`config.mk`:
```
export PLATFORM = sky130hd
export DESIGN_NAME = acc_top
export DESIGN_NICKNAME = d
export VERILOG_FILES = /design/src/pkg/acc_pkg.sv /design/src/acc_top.sv /design/src/acc_divider.sv
export SDC_FILE = /design/constraint.sdc
export NUM_CORES = 1
export LEC_CHECK = 0
export BUFFER_PORTS_ARGS = -buffer_cell sky130_fd_sc_hd__buf_2
export CAP_MARGIN = 30
export CORE_MARGIN = 5
export CORE_UTILIZATION = 45
export DETAILED_ROUTE_END_ITERATION = 6
export PLACE_DENSITY = 0.8
export SETUP_SLACK_MARGIN = 0.05
export SYNTH_ARGS = -nofsm -noshare
export SYNTH_HDL_FRONTEND = slang
export SYNTH_SLANG_ARGS = --single-unit
```
`constraint.sdc`:
```
create_clock -name pclk -period 4 [get_ports pclk]
set_input_delay 0.8 -clock pclk [delete_from_list [all_inputs] [get_ports pclk]]
set_output_delay 0.8 -clock pclk [all_outputs]
set_load 0.01 [all_outputs]
```
`src/pkg/acc_pkg.sv`:
```
// package: register map, reset values and field positions for calibration control
package acc_pkg;
  localparam logic [11:0] ACC_RUN_IDX     = 12'h061;
  localparam logic [11:0] ACC_MODE_IDX    = 12'h062;
  localparam logic [11:0] ACC_EXTRA_IDX   = 12'h065;
  localparam logic [11:0] ACC_STATUS_IDX  = 12'h066;
  localparam logic [11:0] ACC_LINK_IDX    = 12'h067;
  localparam logic [7:0]  ACC_RUN_RST     = 8'h01;
  localparam logic [7:0]  ACC_MODE_RST    = 8'h01;
  localparam logic [7:0]  ACC_EXTRA_RST   = 8'h01;
  localparam int          ACC_FG_BIT      = 0;
  localparam int          ACC_BG_BIT      = 1;
  localparam int          ACC_FGOS_BIT    = 2;
  localparam int          ACC_BGOS_BIT    = 3;
  localparam int          ACC_RESET_NS    = 100;
  localparam int          ACC_CLK_MHZ     = 100;
  localparam logic [7:0]  ACC_RESET_CYC   =
    8'((ACC_RESET_NS * ACC_CLK_MHZ + 999) / 1000);
  localparam int          ACC_FG_NS       = 1000;
  localparam logic [7:0]  ACC_FG_CYC      =
    8'((ACC_FG_NS * ACC_CLK_MHZ) / 1000);
  typedef enum logic [2:0] {
    ACC_ST_HOLD,
    ACC_ST_CLEAR,
    ACC_ST_FORE,
    ACC_ST_BACK,
    ACC_ST_IDLE
  } acc_state_t;
  function automatic logic [11:0] acc_index(input logic [13:0] a);
    return a[13:2];
  endfunction
endpackage

```
`src/acc_top.sv`:
```
// calibration control register bank with apb slave and sequencer
//
// Decided for this implementation: the APB interface to the registers.
`timescale 1ns/1ps
`default_nettype none
module acc_top
  import acc_pkg::*;
(
  input  wire logic        pclk,
  input  wire logic        presetn,
  input  wire logic        ce,
  input  wire logic        psel,
  input  wire logic        penable,
  input  wire logic        pwrite,
  input  wire logic [13:0] paddr,
  input  wire logic [31:0] pwdata,
  input  wire logic [3:0]  pstrb,
  output logic      [31:0] prdata,
  output logic             pready,
  output logic             pslverr,
  output logic             cal_reset,
  output logic             fg_active,
  output logic             bg_active,
  output logic             fg_offset_on,
  output logic             bg_offset_on,
  output logic             serial_link_on,
  output logic             dig_tick,
  output logic             link_tick
);
  typedef struct packed {
    logic [7:0]  run;
    logic [7:0]  mode;
    logic [7:0]  extra;
    logic [7:0]  link;
    logic [3:0]  latched;
    acc_state_t  st;
    logic [7:0]  cnt;
    logic        done;
    logic [31:0] rdata;
    logic        ready;
    logic        err;
    logic        cal_rst;
    logic        fg;
    logic        bg;
    logic        fgos;
    logic        bgos;
  } acc_state_s_t;

  acc_state_s_t s_q;
  acc_state_s_t s_d;
  logic         div_clear;
  logic         dig_w;
  logic         link_w;

  function automatic logic is_mapped(input logic [11:0] idx);
    return idx == ACC_RUN_IDX || idx == ACC_MODE_IDX ||
           idx == ACC_EXTRA_IDX || idx == ACC_STATUS_IDX ||
           idx == ACC_LINK_IDX;
  endfunction

  always_comb
  begin
    logic        acc;
    logic [11:0] idx;
    logic        wr;
    logic        run_rise;
    acc      = psel && penable && !s_q.ready;
    idx      = acc_index(paddr);
    wr       = acc && pwrite && pstrb[0] && is_mapped(idx);
    run_rise = 1'b0;
    s_d      = s_q;
    s_d.ready = acc;
    s_d.err   = acc && !is_mapped(idx);
    s_d.rdata = s_q.rdata;
    if (acc && !pwrite)
    begin
      unique case (idx)
        ACC_RUN_IDX:    s_d.rdata = {24'h00_0000, s_q.run};
        ACC_MODE_IDX:   s_d.rdata = {24'h00_0000, s_q.mode};
        ACC_EXTRA_IDX:  s_d.rdata = {24'h00_0000, s_q.extra};
        ACC_STATUS_IDX: s_d.rdata = {24'h00_0000, 1'b0, s_q.st,
                                     s_q.done, 3'b000};
        ACC_LINK_IDX:   s_d.rdata = {24'h00_0000, s_q.link};
        default:        s_d.rdata = 32'h0000_0000;
      endcase
    end
    // reserved bits are stored as written, software keeps defaults
    if (wr && idx == ACC_RUN_IDX)
      s_d.run = pwdata[7:0];
    if (wr && idx == ACC_MODE_IDX)
      s_d.mode = pwdata[7:0];
    if (wr && idx == ACC_EXTRA_IDX)
      s_d.extra = pwdata[7:0];
    if (wr && idx == ACC_LINK_IDX)
      s_d.link = pwdata[7:0];
    run_rise = s_d.run[0] && !s_q.run[0];
    s_d.cnt  = (s_q.cnt != 8'h00) ? s_q.cnt - 8'h01 : 8'h00;
    if (!s_q.run[0])
    begin
      // engine held in reset while run is low
      s_d.st      = ACC_ST_HOLD;
      s_d.done    = 1'b0;
      s_d.cal_rst = 1'b1;
    end
    else
    begin
      unique case (s_q.st)
        ACC_ST_HOLD:
        begin
          s_d.latched = s_q.mode[3:0];
          s_d.cnt     = ACC_RESET_CYC;
          s_d.st      = ACC_ST_CLEAR;
          s_d.cal_rst = 1'b1;
        end
        ACC_ST_CLEAR:
        begin
          // values always cleared before any run
          if (s_q.cnt <= 8'h01)
          begin
            s_d.cal_rst = 1'b0;
            if (s_q.latched[ACC_FG_BIT])
            begin
              s_d.st  = ACC_ST_FORE;
              s_d.cnt = ACC_FG_CYC;
            end
            else
              s_d.st = ACC_ST_BACK;
          end
        end
        ACC_ST_FORE:
          if (s_q.cnt <= 8'h01)
            s_d.st = ACC_ST_BACK;
        ACC_ST_BACK:
        begin
          s_d.done = 1'b1;
          s_d.st   = ACC_ST_IDLE;
        end
        ACC_ST_IDLE:
          s_d.st = ACC_ST_IDLE;
      endcase
    end
    s_d.fg   = s_d.st == ACC_ST_FORE;
    s_d.bg   = s_d.latched[ACC_BG_BIT] && s_d.st == ACC_ST_IDLE;
    // offset only valid alongside its parent mode
    s_d.fgos = s_d.fg && s_d.latched[ACC_FGOS_BIT];
    s_d.bgos = s_d.bg && s_d.latched[ACC_BGOS_BIT];
    if (run_rise)
      s_d.st = ACC_ST_HOLD;
  end

  always_ff @(posedge pclk or negedge presetn)
  begin
    if (!presetn)
    begin
      s_q         <= '0;
      s_q.run     <= ACC_RUN_RST;
      s_q.mode    <= ACC_MODE_RST;
      s_q.extra   <= ACC_EXTRA_RST;
      s_q.latched <= 4'h0;
      s_q.st      <= ACC_ST_HOLD;
      s_q.cal_rst <= 1'b1;
    end
    else if (ce)
      s_q <= s_d;
  end

  assign div_clear = !s_q.run[0];

  acc_divider u_div (
    .pclk      (pclk),
    .presetn   (presetn),
    .ce        (ce),
    .div_clear (div_clear),
    .dig_tick  (dig_w),
    .link_tick (link_w)
  );

  assign prdata         = s_q.rdata;
  assign pready         = s_q.ready;
  assign pslverr        = s_q.err;
  assign cal_reset      = s_q.cal_rst;
  assign fg_active      = s_q.fg;
  assign bg_active      = s_q.bg;
  assign fg_offset_on   = s_q.fgos;
  assign bg_offset_on   = s_q.bgos;
  assign serial_link_on = s_q.link[0];
  assign dig_tick       = dig_w;
  assign link_tick      = link_w;
endmodule
`default_nettype wire

```
`src/acc_divider.sv`:
```
// divider producing digital-block and link clock enables, held by reset
`timescale 1ns/1ps
`default_nettype none
module acc_divider
  import acc_pkg::*;
(
  input  wire logic pclk,
  input  wire logic presetn,
  input  wire logic ce,
  input  wire logic div_clear,
  output logic      dig_tick,
  output logic      link_tick
);
  typedef struct packed {
    logic [3:0] cnt;
    logic       dig;
    logic       link;
  } acc_div_t;
  acc_div_t s_q;
  acc_div_t s_d;
  always_comb
  begin
    s_d      = s_q;
    s_d.dig  = 1'b0;
    s_d.link = 1'b0;
    if (div_clear)
    begin
      s_d.cnt = 4'h0;
    end
    else
    begin
      s_d.cnt  = s_q.cnt + 4'h1;
      s_d.dig  = s_q.cnt[0];
      s_d.link = (s_q.cnt == 4'hf);
    end
  end
  always_ff @(posedge pclk or negedge presetn)
  begin
    if (!presetn)
      s_q <= '0;
    else if (ce)
      s_q <= s_d;
  end
  assign dig_tick  = s_q.dig;
  assign link_tick = s_q.link;
endmodule
`default_nettype wire

```
==> out/results.tsv <==
stage	metric	value	unit
status	status	complete, no violations	
floorplan	core area	7770	um2
power	VDD IR-drop max	0.000149	V
final_layout	Sequential cell area	1730	um2
worst_setup_path	critical path required time	4.26	ns
worst_setup_path	Setup crit start kind	register	
global_route	first-pass GRT wire length	12.2	mm
sta	skew final	0.0153	ns
placement	RePlAce Congestion	0.830	
cts	CTS tree	done	
final_layout	Filler Cell Count	689	
synth	number of synthesized flops with an enable pin	0	
worst_setup_path	Crit. End Element	register	
global_route	initial antenna violation count	0	
cts	clk buf depth	2	
global_route	largest net degree at the start of global routing	43	
sta	slew at the pin with the worst max-slew slack	0.789	ns
synth	Async SR Flop Fraction	100	%
synth	Mapped Cells	338	
final_layout	Antenna Cells	0	
worst_setup_path	Reg2Reg Setup Slack	1.74	ns
final_layout	Post-Layout Inst Area	3950	um2
sta	slew margin rel.	47.2	%
sta	Fin Hold WS	0.431	ns
sta	Final Max Tran Viols	0	
placement	PortBufs	44	
power	PwrDens	386	nW/um2
floorplan	Die ar.	9940	um2
route	DRC	0	
route	vias per cell	5.40	
synth	Cell variety after synth	53	
final_layout	fin cells	479	
worst_hold_path	Worst Hold Class	in -> async	
cts	Root Buffer	clkbuf_8	
worst_setup_path	Setup CP Type	reg -> reg	
run	Max Cap Viol	0	
cts	Setup Fix Bufs, Post-CTS	0	
synth	number of synthesized register bits	69	
final_layout	nets@finish	432	
route	Post-DRT Antenna Nets	0	
cts	CTS HTree Levels	3	
synth	yosys synthesis warning count	0	
synth	register area share after synthesis	47.8	%
placement	DP HPWL	5.38	mm
synth	Top FF cell, synth	dfrtp_1	
worst_setup_path	crit path DAT	2.52	ns
global_route	vias in the first global route	2593	
worst_setup_path	crit-path max FO	14	
sta	Final TNS setup	0	ns
cts	Num CTS Buffers	9	
cts	Hold-fix buffers, CTS	0	
final_layout	share of cells above drive strength 1	30.0	%
cts	Resized Gates After CTS	0	
floorplan	Die Height	99.7	um
route	final WL	7.54	mm
sta	final period utilization	56.6	%
floorplan	Initial Util	46.6	%
cts	Worst-Skew Late Latency	0.36	ns
placement	Cells after DPL	463	
power	P_leak	0.00194	uW
floorplan	die width	99.7	um
sta	Period minus WS final	2.26	ns
synth	mapped cell area	3620	um2
global_route	gr usage total	15.5	%
sta	Final Hold Viols	0	
final_layout	P&R area growth vs syn	8.98	%
final_layout	Finished Core Util	50.8	%
floorplan	# IOs	98	
cts	clk sinks	69	
final_layout	Multi-input gate area	1590	um2
floorplan	row count	32	
cts	Clock transition at path regs	0.09	ns
sta	Setup Viol. Count Final	0	
placement	placed instance area	3760	um2
sta	RSZ-0062 raised after global routing	false	
route	TritonRoute pass-1 iters	4	
route	vias	2587	
route	WL/cell	15.7	um
route	DR iter-0 viols	153	
sta	f_max	0.442	GHz
global_route	gr ovfl total	0	
synth	Synth Area per Inst	10.7	um2
-- per-layer routing --
layer  global-route usage (%)  routed length, um  vias up
met1                     18.9               3160     1274
met3                     3.86                446       10
met2                     25.4               3800       80
met5                        0                  0        -
met4                     8.09                136        0
li1                         -                  -     1223
-- metrics by stage --
| step | worst slack (ns) | power, uW |
|---|---|---|
| floorplan | 1.76 | 927 |
| global placement | 1.46 | 963 |
| detailed placement | 1.37 | 979 |
| CTS | 1.74 | 1520 |
| global route | 1.62 | 1590 |
| finish | 1.74 | 1520 |
-- critical path, stage by stage (launching register included) --
cell	delay, ns
dfstp_2	0.68
nor4b_2	0.70
a31o_2	0.28
a21oi_1	0.12
a21bo_1	0.20
a32o_1	0.19
-- power breakdown --
group	leakage, uW	switching [uW]	internal (uW)
logic	0.000914	116	74.0
clock network	0.0000931	313	239
registers	0.000932	47.2	733
total	0.00194	476	1050
-- cell usage after synthesis, drive strengths merged, types with 3 or more instances --
cell type   n  share of area (%)
a21oi      11                1.5
nor3b       3               0.62
buf        38                7.8
ha          4                1.4
or4         3               0.73
inv        18                1.9
o22ai       6                1.0
nand2      21                2.4
o21ai      26                3.6
nand3      14                2.3
a22oi       6                1.2
dfrtp      65                 45
nor2       12                1.2
nor2b       4               0.69
mux2       37                 12
nor4        3               0.52
clkbuf      9               0.93
mux2i      15                4.1
o31ai       5                1.0
nor3        4               0.86
nand2b      3               0.52
dfstp       4                2.9
a22o        3               0.73
-- kinds of logic (layout without fill, tap and decap cells) --
logic type	count (synthesis)	in the layout	share of synthesized area, %
AO/OA/AOI/OAI	71	71	12.5
XOR/XNOR	1	1	0.242
adder cells (fa/ha/maj)	4	4	1.38
buffers and inverters	65	81	10.6
flip-flops	69	69	47.8
multiplexers	52	52	15.6
other	1	24	0.104
AND/OR/NAND/NOR	75	75	11.7
-- cells in the final DEF (no fill, tap or decap), types with 4 or more instances in the layout --
cell type  synthesis  routed
inv_6              0       4
dfrtp_1           65      65
o22ai_1            6       6
a22oi_1            6       6
o31ai_1            5       5
mux2i_1           15      15
a21oi_1           11      11
clkbuf_8           0       9
nor2_1            12      12
o21ai_0           26      26
nand2_1           18      18
mux2_2            37      37
buf_2              2      44
inv_1             18      18
nor2b_1            4       4
conb_1             1      24
nand3_1           13      13
dfstp_2            4       4
ha_1               4       4
-- path summary, 6_finish.rpt --
check | startpoint | end | depth (start not counted)
setup / recovery | s_q[79] | s_q[47] | 5
hold / removal | presetn | s_q[51] | 1
setup reg to reg | s_q[79] | s_q[47] | 5
hold reg to reg | prdata[7] | prdata[7] | 2
max in group asynchronous | presetn | serial_link_on | 2
min in group pclk | prdata[7] | prdata[7] | 2
-- sequential cells by signal, indices dropped and copies added, names as in the netlist --
register,flops
serial_link_on,1
bg_offset_on,1
u_div.link_tick,1
fg_active,1
u_div.s_q,4
prdata,8
u_div.dig_tick,1
s_q,47
pslverr,1
fg_offset_on,1
bg_active,1
cal_reset,1
pready,1
-- cell type report --
cell class                 count  share of cell area [%]
sequential                    69                    43.9
inverter                      18                    1.71
clock buffer                   9                    3.14
tap                          102                    3.23
timing repair buffer          47                    6.15
clock inverter                 7                    1.58
multi-input combinational    227                    40.3
Note: power is estimated with default switching activity, not from simulation.
